## src/hw/csd_map.svh

```systemverilog
// Register offsets, field positions and reset values of the CPU slow-down block.
`ifndef CSD_MAP_SVH
`define CSD_MAP_SVH

`define CSD_ADDR_W 4
`define CSD_DATA_W 16

`define CSD_DIV_OFS 4'h0
`define CSD_GATE_OFS 4'h2

`define CSD_ROI_BIT 15
`define CSD_RATIO_HI 14
`define CSD_RATIO_LO 12
`define CSD_SLOW_BIT 11

`define CSD_DIV_RST 16'h0000
`define CSD_GATE_RST 16'h0000
`define CSD_RATIO_RST 3'h0

`define CSD_CNT_W 7

`endif

```

## src/hw/csd_pkg.sv

```systemverilog
// Types shared by the CPU slow-down and peripheral clock gating block.
`default_nettype none
package csd_pkg;

  typedef logic [2:0] csd_ratio_t;

  typedef enum logic [1:0] {
    CSD_SEL_NONE = 2'h0,
    CSD_SEL_DIV = 2'h1,
    CSD_SEL_GATE = 2'h3
  } csd_sel_e;

endpackage

`default_nettype wire

```

## src/hw/csd_clock_ctrl.sv

```systemverilog
// CPU slow-down divider and per-peripheral clock gating with register port.
//
// Local design decisions: the placing of the registers and the address-and-strobe port.
`timescale 1ns/10ps
`default_nettype none
`include "csd_map.svh"

////////////////////////////////////////////////////////////////////////////////
// Notes on behaviour
// RULE1 - Setting bit 11 of the divider register starts CPU slow-down.
// RULE2 - Bits 14..12 pick one of eight ratios 1:1..1:128, reset 1:1.
// RULE3 - System clock unchanged; only CPU is divided, peripherals run full rate.
// RULE4 - CPU enable is derived from the same clock, so both stay synchronous.
// RULE5 - With bit 15 set, an interrupt returns the CPU to full speed.
// RULE6 - With bit 15 clear, interrupts leave slow-down state and ratio alone.
// RULE7 - CPU and peripheral rates differ only when slowed at 1:2 or slower.
// RULE8 - A set gate bit stops every clock enable to that peripheral.
// RULE9 - Disabled peripheral ignores writes; its read data is marked invalid.
// RULE10 - Peripheral runs only if its gate bit is clear and it is present.
// RULE11 - Gate bits reset cleared, so present peripherals start enabled.
// RULE12 - Setting a gate bit disables the peripheral one CPU cycle later.
// RULE13 - Clearing a gate bit enables the peripheral one CPU cycle later.
// RULE14 - Ratio code n divides the CPU clock by two to the power n.
// RULE15 - An interrupt return to full speed also clears the slow-down bit.
module csd_clock_ctrl #(
  parameter int NPERIPH = 8,
  parameter logic [NPERIPH-1:0] PRESENT = '1
) (
  input wire logic mclk,
  input wire logic nrst,
  input wire logic [`CSD_ADDR_W-1:0] addr,
  input wire logic [`CSD_DATA_W-1:0] wdata,
  input wire logic wr,
  input wire logic rd,
  output logic [`CSD_DATA_W-1:0] rdata,
  input wire logic irq,
  output logic cpu_clock,
  output logic peripheral_clock,
  output logic [NPERIPH-1:0] periph_clk_en,
  input wire logic [NPERIPH-1:0] periph_wr_req,
  output logic [NPERIPH-1:0] periph_wr_gated,
  output logic [NPERIPH-1:0] periph_rd_valid
);

  ////////////////////////////////////////////////////////////////////////////////
  // Address decoding.

  function automatic csd_pkg::csd_sel_e decode(
    input logic [`CSD_ADDR_W-1:0] a
  );
    csd_pkg::csd_sel_e s;
    s = csd_pkg::CSD_SEL_NONE;
    if (a == `CSD_DIV_OFS) begin
      s = csd_pkg::CSD_SEL_DIV;
    end else if (a == `CSD_GATE_OFS) begin
      s = csd_pkg::CSD_SEL_GATE;
    end
    return s;
  endfunction

  csd_pkg::csd_sel_e sel;
  logic wr_div;
  logic wr_gate;

  assign sel = decode(addr);
  assign wr_div = wr && (sel == csd_pkg::CSD_SEL_DIV);
  assign wr_gate = wr && (sel == csd_pkg::CSD_SEL_GATE);

  ////////////////////////////////////////////////////////////////////////////////
  // Divider register and register read path.

  logic slow;
  logic interrupt_restores_full_speed;
  csd_pkg::csd_ratio_t ratio;
  logic [NPERIPH-1:0] gate_bits;
  logic next_slow;
  logic next_roi;
  csd_pkg::csd_ratio_t next_ratio;
  logic [NPERIPH-1:0] next_gate_bits;
  logic [`CSD_DATA_W-1:0] next_rdata;
  logic [`CSD_DATA_W-1:0] div_word;
  logic [`CSD_DATA_W-1:0] gate_word;
  logic irq_return;

  // RULE5 interrupt return.
  // RULE6 needs return bit.
  assign irq_return = irq && interrupt_restores_full_speed && slow;

  always_comb begin
    div_word = '0;
    div_word[`CSD_ROI_BIT] = interrupt_restores_full_speed;
    div_word[`CSD_RATIO_HI:`CSD_RATIO_LO] = ratio;
    div_word[`CSD_SLOW_BIT] = slow;
  end

  assign gate_word = `CSD_DATA_W'(gate_bits);

  always_comb begin
    next_slow = slow;
    next_roi = interrupt_restores_full_speed;
    next_ratio = ratio;
    next_gate_bits = gate_bits;
    next_rdata = '0;
    // RULE1 slow-down enable.
    if (wr_div) begin
      next_roi = wdata[`CSD_ROI_BIT];
      next_ratio = wdata[`CSD_RATIO_HI:`CSD_RATIO_LO];
      next_slow = wdata[`CSD_SLOW_BIT];
    end
    // RULE15 hardware clear wins.
    if (irq_return) begin
      next_slow = 1'b0;
    end
    if (wr_gate) begin
      next_gate_bits = wdata[NPERIPH-1:0];
    end
    if (rd) begin
      unique case (sel)
        csd_pkg::CSD_SEL_DIV: next_rdata = div_word;
        csd_pkg::CSD_SEL_GATE: next_rdata = gate_word;
        csd_pkg::CSD_SEL_NONE: next_rdata = '0;
      endcase
    end
  end

  // RULE2 reset ratio 1:1.
  // RULE11 gate bits reset clear.
  always_ff @(posedge mclk or negedge nrst) begin
    if (!nrst) begin
      slow <= 1'(`CSD_DIV_RST >> `CSD_SLOW_BIT);
      interrupt_restores_full_speed <= 1'b0;
      ratio <= `CSD_RATIO_RST;
      gate_bits <= '0;
      rdata <= '0;
    end else begin
      slow <= next_slow;
      interrupt_restores_full_speed <= next_roi;
      ratio <= next_ratio;
      gate_bits <= next_gate_bits;
      rdata <= next_rdata;
    end
  end

  ////////////////////////////////////////////////////////////////////////////////
  // CPU clock enable divider.

  logic [`CSD_CNT_W-1:0] cnt;
  logic [`CSD_CNT_W-1:0] next_cnt;
  logic [`CSD_CNT_W-1:0] lim;

  // RULE14 power-of-two limit.
  assign lim = `CSD_CNT_W'((8'h01 << ratio) - 8'h01);

  always_comb begin
    next_cnt = cnt + `CSD_CNT_W'(1);
    // A ratio change restarts the count so it never runs past the new limit.
    if (!slow || wr_div || irq_return || cnt == lim) begin
      next_cnt = '0;
    end
  end

  always_ff @(posedge mclk or negedge nrst) begin
    if (!nrst) begin
      cnt <= '0;
    end else begin
      cnt <= next_cnt;
    end
  end

  // RULE4 same-clock enable.
  // RULE7 differs only when slowed.
  assign cpu_clock = (cnt == '0);
  // RULE3 peripherals undivided.
  assign peripheral_clock = 1'b1;

  ////////////////////////////////////////////////////////////////////////////////
  // Peripheral gating, applied on the next CPU cycle.

  logic [NPERIPH-1:0] gate_act;
  logic [NPERIPH-1:0] next_gate_act;

  // RULE12 disable one cycle later.
  // RULE13 enable one cycle later.
  always_comb begin
    next_gate_act = gate_act;
    if (cpu_clock) begin
      next_gate_act = gate_bits;
    end
  end

  always_ff @(posedge mclk or negedge nrst) begin
    if (!nrst) begin
      gate_act <= '0;
    end else begin
      gate_act <= next_gate_act;
    end
  end

  genvar gi;
  generate
    for (gi = 0; gi < NPERIPH; gi++) begin : g_periph
      // RULE8 stop clock enable.
      // RULE10 present and ungated.
      assign periph_clk_en[gi] = PRESENT[gi] && !gate_act[gi];
      // RULE9 block access.
      assign periph_wr_gated[gi] = periph_wr_req[gi] && periph_clk_en[gi];
      assign periph_rd_valid[gi] = periph_clk_en[gi];
    end
  endgenerate
endmodule // csd_clock_ctrl

`default_nettype wire

```

## config.mk

```make
export PLATFORM = sky130hd
export DESIGN_NAME = csd_clock_ctrl
export DESIGN_NICKNAME = d
export VERILOG_FILES = /design/src/hw/csd_pkg.sv /design/src/hw/csd_clock_ctrl.sv
export VERILOG_INCLUDE_DIRS = /design/src /design/src/hw
export SDC_FILE = /design/constraint.sdc
export NUM_CORES = 1
export LEC_CHECK = 0
export BUFFER_PORTS_ARGS = -buffer_cell sky130_fd_sc_hd__buf_2
export CAP_MARGIN = 20
export CORE_ASPECT_RATIO = 1.2
export CORE_MARGIN = 5
export CORE_UTILIZATION = 45
export CTS_CLUSTER_DIAMETER = 80
export DETAILED_ROUTE_END_ITERATION = 8
export PLACE_DENSITY = 0.81
export SYNTH_ARGS = -nofsm -noshare
export SYNTH_HDL_FRONTEND = slang
export SYNTH_SLANG_ARGS = --single-unit
```

## constraint.sdc

```tcl
create_clock -name mclk -period 3.15 [get_ports mclk]
set_clock_uncertainty 0.15 [all_clocks]
set_input_delay 0.4725 -clock mclk [delete_from_list [all_inputs] [get_ports mclk]]
set_output_delay 0.4725 -clock mclk [all_outputs]
set_load 0.01 [all_outputs]
```

==> reports/metrics.cfg, run 1 <==
[synth]
synthDominantCellAreaShare_pct = 54.2
yosysMostFrequentCell = dfrtp_1
async_flop_share_pct = 100
syn_area_um2 = 1890
synthTopCellsByCount = dfrtp_1, and2_1, buf_4, mux2_2, inv_1
ys_warn_count = 0
yosysSeqAreaShare_pct = 54.2
synth-edff-count = 0
synthCells = 161
syn_area_per_cell_um2 = 11.8
ys_ff_latch = 41
synth_top_area_cell = dfrtp_1
synth_ff_type = dfrtp_1
synth_cell_types = 35
yosys-top-cells-area = dfrtp_1, mux2_2, buf_4

[job]
maxCapViolCount = 0

[clocking]
cts_tree = built
clock_latency_ns = 0.28
ctsResizeCount = 0
cts_root_buffer = clkbuf_8
numCtsBuffers = 5
cts_setup_buffers = 0
h-tree-depth = 2
clk_pin_slew_worst_paths_ns = 0.08
cts_buffer_depth = 2
cts_sinks = 41
cts_hold_buf = 0

[cells_and_area]
drive_above_1_share_pct = 39.5
final-seq-area_um2 = 1030
n_fill_cell = 326
n_antenna_cell = 0
final_core_util_pct = 57.2
nNetsFinal = 255
multiInputGateArea_um2 = 714
area_growth_pct = 21.0
fin_area_um2 = 2290

[critical_path]
setup.worst_path.end = cpu_clock
path_max_fanout = 9
r2r-start = ratio[1]
cp.arrival_ns = 1.84
worst_r2r_path_depth = 4
cp.required_ns = 2.53
setup.worst_path.class = register to output port
r2r-end = cnt[3]
cp-start-kind = register
r2r_setup_slack_ns = 1.13
cp-end-kind = output port
critPathLaunch = cnt[0]

[sta]
drv_slew = 0
hold_viol_final = 0
fmax_ghz = 0.406
max_slew_margin_pct = 42.4
post-route-min-period_ns = 2.46
setup_viol = 0
rsz0062_at_grt = no
setup_tns_ns = 0
period_share_pct = 78.3
tightestPinTransition_ns = 0.864

[grt]
grt_max_degree = 42
busiest_layer = met2
grt_pass1_wl_mm = 5.86
grt_overflow_total = 0
grt_pass1_vias = 1329
grt.met3_usage_pct = 6.31
grt_util_met1_pct = 13.1
met2_usage_pct = 24.0
antenna_found_initial = 0
gr-usage-all-layers_pct = 13.2

[floorplan]
core.rowCount = 25
die_width_um = 69.2
start_util_pct = 47.2
die_h_um = 81.0
ios = 75
dieArea_um2 = 5610
core_um2 = 4000

[detailed_routing]
route.detailed.drc = 0
avgViaCountPerCell = 4.78
dr.pass1.iters = 4
drt-initial-drc-count = 64
vias = 1311
wire_per_inst_um = 12.3
postRouteAntennaNets = 0
drt_wl_total_mm = 3.38

[status]
outcome = finished clean

[placed_design]
placed_area_um2 = 2180
port_buffers = 67
place.gp.congestion = 0.764
hpwl_mm = 2.65

[power]
irDropWorstVdd_uv = 245
leakagePower_nw = 1.18
powerDensity_nw_per_um2 = 680

[min_path]
hold_class = input pin to async pin

==> worst min path at each step <==
stage | from | end | slack, ns | cells past startpoint
floorplan | nrst | cnt[0] | 0.03 | 0
global placement | gate_bits[5] | rdata[5] | 0.32 | 1
detailed placement | gate_bits[0] | rdata[0] | 0.33 | 1
CTS | nrst | gate_act[0] | 0.18 | 1
global route | nrst | gate_act[0] | 0.23 | 1
finish | nrst | gate_act[0] | 0.14 | 1
==> layout make-up <==
type,instances,area share (%)
clock buffer,5,3.01
clock inverter,2,1.53
inverter,11,1.80
multi-input combinational,94,31.2
sequential,41,44.8
tap,54,2.95
timing repair buffer,67,14.7
==> placed cells by master, fill, tap and decap left out, types with 4 or more instances in the layout <==
master / instances
inv_1: 11
conb_1: 4
mux2_1: 8
nor2_1: 4
xnor2_1: 5
mux2_2: 12
and2_1: 13
clkbuf_8: 5
dfrtp_1: 41
nand2_1: 4
nor3_1: 9
nor2b_1: 8
buf_2: 67
nand3_1: 5
==> logic make-up (layout without fill, tap and decap cells) <==
group,count (synthesis),after routing,share of synthesized area [%]
and+or+nand+nor,51,51,15.5
DFF,41,41,54.2
buffers and inverters,28,85,8.40
muxes,21,21,12.4
AOI/OAI and AO/OA,9,9,4.50
xor gates and xnor gates,7,7,3.24
adders and majority gates,2,2,1.32
other,2,4,0.397
==> power breakdown <==
group | switching, mW | leakage, nW | internal (mW)
combinational | 0.234 | 0.587 | 0.214
sequential | 0.0846 | 0.537 | 0.622
clock | 0.170 | 0.0540 | 0.230
==> worst max-delay path, stage by stage (launching register included) <==
cell     delay (ns)
dfrtp_1        0.45
inv_1          0.10
ha_1           0.13
nor4b_1        0.29
nand2_1        0.34
inv_1          0.11
buf_2          0.13
==> metrics by stage <==
step	cells	power (mW)	hold slack, ns	setup WS, ns
3_5_place_dp	267	1.17	0.332	1.00
3_3_place_gp	267	1.16	0.325	1.02
4_1_cts	274	1.58	0.175	0.672
5_1_grt	274	1.67	0.231	0.430
2_1_floorplan	163	1.05	0.0269	1.27
6_report	274	1.56	0.143	0.685
==> flip-flops by register name (all words and copies together) (netlist names) <==
signal	flops
interrupt_restores_full_speed	1
gate_bits	8
slow	1
rdata	13
gate_act	8
cnt	7
ratio	3
==> layer usage <==
layer / share of wire, % / vias up / routed length (um)
li1: - / 642 / -
met1: 40 / 611 / 1360
met2: 49 / 53 / 1670
met3: 9.0 / 5 / 304
met4: 1.5 / 0 / 51
met5: 0 / - / 0
Power figures use the tool's default switching activity.
==> run 2, diff against run 1 <==
--- a/config.mk
+++ b/config.mk
@@ -6,6 +6,7 @@
 export SDC_FILE = /design/constraint.sdc
 export NUM_CORES = 1
 export LEC_CHECK = 0
+export ABC_AREA = 1
 export BUFFER_PORTS_ARGS = -buffer_cell sky130_fd_sc_hd__buf_2
 export CAP_MARGIN = 20
 export CORE_ASPECT_RATIO = 1.2
@@ -13,7 +14,7 @@
 export CORE_UTILIZATION = 45
 export CTS_CLUSTER_DIAMETER = 80
 export DETAILED_ROUTE_END_ITERATION = 8
-export PLACE_DENSITY = 0.81
+export PLACE_DENSITY = 0.8
 export SYNTH_ARGS = -nofsm -noshare
 export SYNTH_HDL_FRONTEND = slang
 export SYNTH_SLANG_ARGS = --single-unit
==> constraint.sdc (replaced) <==
create_clock -name mclk -period 2.3 [get_ports mclk]
set_clock_uncertainty 0.15 [all_clocks]
set_input_delay 0.345 -clock mclk [delete_from_list [all_inputs] [get_ports mclk]]
set_output_delay 0.345 -clock mclk [all_outputs]
set_load 0.01 [all_outputs]
==> run 2 against run 1 <==
Register-to-register slack got worse by 0.42 ns. Worst hold slack got worse by 0.033 ns. Clock-buffer cell count is 2 higher. First-iteration DRC count is 41% lower. Area after synthesis grew 4.0%. Via count up 18%. Final cell count grew 27%. Power up 35%. Core utilization is 0.90 points lower. Wire length up 8.9%. Non-clock buffer count grew 4. Combinational power increased by 49%. Highest routed layer unchanged.
==> reports/metrics.cfg, run 2 <==
[status]
outcome = finished clean

[critical_path]
cp.required_ns = 1.80  ; -0.73 ns
setup.worst_path.class = register to output port
r2r-end = gate_act[0]
crit_chain = inv_1 -> ha_1 -> inv_1 -> nor2_1 -> nand3_2 -> inv_1 -> buf_2
setup.worst_path.end = cpu_clock
r2r_setup_slack_ns = 0.71  ; -0.42 ns
cp_slowest_stage_delay_ns = 0.45  ; about the same
critPathLaunch = cnt[0]
cp-end-kind = output port
cp.arrival_ns = 1.48  ; -0.36 ns
cp.depth = 7  ; +1
cp_top_family = flip-flops
slowest_stage = dfrtp_1
path_buf_inv = 4  ; +1
worst_r2r_path_depth = 8  ; +4
r2r-start = cnt[0]
cp-start-kind = register
path_max_fanout = 6  ; -3
cpMostUsedCell = inv_1

[power]
irDropWorstVdd_uv = 475  ; +94%
powerDensity_nw_per_um2 = 878  ; +29%
power_frac_seq_pct = 44.8  ; -0.6 points
combPwrFrac_pct = 31.6  ; +2.8 points
cellInternalPower_mw = 1.39  ; +30%
swShare_pct = 34.1  ; +2.7 points
power.total_mw = 2.10  ; +35%
switchingPower_mw = 0.719  ; +47%
clock_power_share_pct = 23.6  ; -2.2 points
leakagePower_nw = 1.36  ; +15%

[detailed_routing]
wire_per_inst_um = 10.6  ; -14%
avgViaCountPerCell = 4.45  ; -7.1%
route.detailed.drc = 0  ; unchanged
dr.pass1.iters = 4  ; unchanged
vias = 1547  ; +18%
drt-initial-drc-count = 38  ; -41%
postRouteAntennaNets = 0  ; unchanged
drt_wl_total_mm = 3.68  ; +8.9%

[clocking]
cts_sinks = 41  ; unchanged
clk_pin_slew_worst_paths_ns = 0.07  ; about the same
clock_latency_ns = 0.29  ; about the same
cts_tree = built
cts_buffer_depth = 2  ; unchanged
cts_root_buffer = clkbuf_8
h-tree-depth = 2  ; unchanged
cts_hold_buf = 1  ; +1
ctsResizeCount = 0  ; unchanged
numCtsBuffers = 5  ; unchanged
cts_setup_buffers = 0  ; unchanged

[grt]
grt_max_degree = 28  ; -33%
grt_pass1_vias = 1475  ; +11%
gr-usage-all-layers_pct = 13.7  ; +0.48 points
grt_overflow_total = 0  ; unchanged
grt_pass1_wl_mm = 6.18  ; +5.4%
antenna_found_initial = 0  ; unchanged

[sta]
drv_slew = 0  ; unchanged
post-route-min-period_ns = 1.97
setup_viol = 0  ; unchanged
fmax_ghz = 0.506
tightestPinTransition_ns = 0.572  ; -0.292 ns
max_slew_margin_pct = 61.8  ; +19 points
worst_slack_ns = 0.325  ; -0.360 ns
rsz0062_at_grt = no
period_share_pct = 85.8
setup_tns_ns = 0  ; unchanged
hold_viol_final = 0  ; unchanged

[synth]
synth-edff-count = 0  ; unchanged
yosysMostFrequentCell = dfrtp_1
syn_area_per_cell_um2 = 8.71  ; -26%
async_flop_share_pct = 100  ; unchanged
synth_ff_type = dfrtp_1
synthCells = 226  ; +40%
ys_warn_count = 0  ; unchanged
synth_top_area_cell = dfrtp_1
synthDominantCellAreaShare_pct = 52.1  ; -2.1 points
yosys-top-cells-area = dfrtp_1, inv_1, nor2_1
ys_ff_latch = 41  ; unchanged
synthTopCellsByCount = dfrtp_1, inv_1, nor2_1, nand2_1, buf_4
yosysSeqAreaShare_pct = 52.1  ; -2.1 points
synth_cell_types = 23  ; -34%
syn_area_um2 = 1970  ; +4.0%

[cells_and_area]
largest_reg_flops = 13  ; unchanged
final_core_util_pct = 56.3  ; -0.90 points
final-seq-area_um2 = 1030  ; unchanged
top_regs = rdata: 13 flops, gate_act: 8 flops, gate_bits: 8 flops
nNetsFinal = 326  ; +28%
n_antenna_cell = 0  ; unchanged
n_fill_cell = 387  ; +19%
area_growth_pct = 21.8
drive_above_1_share_pct = 36.3  ; -3.2 points
multiInputGateArea_um2 = 671  ; -6.1%
mostFrequentLayoutCells = buf_2, dfrtp_1, inv_1, nor2_1, nand2_1
final_common_cell = buf_2
largest_register = rdata

[floorplan]
die_h_um = 82.4  ; +1.8%
core.rowCount = 26  ; +4.0%
ios = 75  ; unchanged
core_um2 = 4260  ; +6.4%
die_width_um = 70.4  ; +1.7%
start_util_pct = 46.2  ; -1.1 points
dieArea_um2 = 5800  ; +3.5%

[placed_design]
place.gp.congestion = 0.818  ; +7.1%
port_buffers = 67  ; unchanged
hpwl_mm = 2.89  ; +9.1%
pre_cts_ws_ns = 0.642  ; -0.362 ns

[job]
maxCapViolCount = 0  ; unchanged

[min_path]
hold_class = input pin to register

-- run 2: changes by cell type in the layout (fill, tap and decap cells not counted), moves of 8 or more --
| cell | before | now |
|---|---|---|
| nor2_1 | 4 | 35 |
| inv_1 | 11 | 39 |
| nand2_1 | 4 | 29 |
| and2_1 | 13 | 0 |
| mux2_2 | 12 | 0 |
| nor2_2 | 0 | 11 |
| a21oi_2 | 0 | 8 |
| mux2_1 | 8 | 0 |
| nor2b_1 | 8 | 0 |
| nor3_1 | 9 | 1 |
| o21ai_0 | 1 | 9 |
-- run 2: final cells by class --
| class | count | area share, % |
|---|---|---|
| tap | 56 | 2.92 |
| timing repair buffer | 71 | 15.3 |
| clock inverter | 1 | 0.209 |
| inverter | 43 | 6.73 |
| multi-input combinational | 129 | 28.0 |
| clock buffer | 7 | 4.02 |
| sequential | 41 | 42.8 |
-- run 2: logic make-up (layout without fill, tap and decap cells) --
logic type | after synthesis | in the layout | synth area share [%]
compound gates | 22 | 22 | 7.12
simple gates | 94 | 94 | 21.8
other cells | 2 | 4 | 0.382
xor+xnor | 7 | 7 | 3.12
flops | 41 | 41 | 52.1
fa+ha+maj | 2 | 2 | 1.27
buf+inv | 58 | 122 | 14.2
-- run 2: routing by layer --
| metal | global-route usage [%] | vias up | routed length [um] |
|---|---|---|---|
| met2 | 25.9 | 47 | 1910 |
| li1 | - | 791 | - |
| met4 | 6.32 | 0 | 64 |
| met1 | 13.4 | 704 | 1400 |
| met5 | 0 | - | 0 |
| met3 | 4.72 | 5 | 303 |
-- run 2: power groups by stage --
| stage | combinational [mW] | clock (mW) | sequential (mW) |
|---|---|---|---|
| 2_1_floorplan | 0.519 | 0 | 0.930 |
| 3_3_place_gp | 0.655 | 0 | 0.952 |
| 3_5_place_dp | 0.674 | 0 | 0.956 |
| 4_1_cts | 0.678 | 0.515 | 0.943 |
| 5_1_grt | 0.750 | 0.551 | 0.965 |
| 6_report | 0.666 | 0.497 | 0.942 |
-- run 2: per-stage QoR --
stage / std cells / cell area [um^2] / hold slack (ns)
detailed placement: 339 / 2290 / 0.224
global route: 348 / 2400 / 0.102
global placement: 339 / 2290 / 0.221
floorplan: 228 / 1980 / -0.101
finish: 348 / 2400 / 0.110
CTS: 348 / 2400 / 0.104
-- run 2: worst min-delay path by stage --
stage	to	depth (start not counted)	start
2_1_floorplan	cnt[0]	0	nrst
3_3_place_gp	rdata[15]	1	nrst
3_5_place_dp	interrupt_restores_full_speed	1	nrst
4_1_cts	ratio[0]	3	wdata[12]
5_1_grt	ratio[1]	3	wdata[13]
6_report	ratio[0]	3	wdata[12]
-- run 2: tightest hold or removal path: stages --
cell and delay (ns):
buf_2 0.08, nand2_1 0.04, o21ai_0 0.05
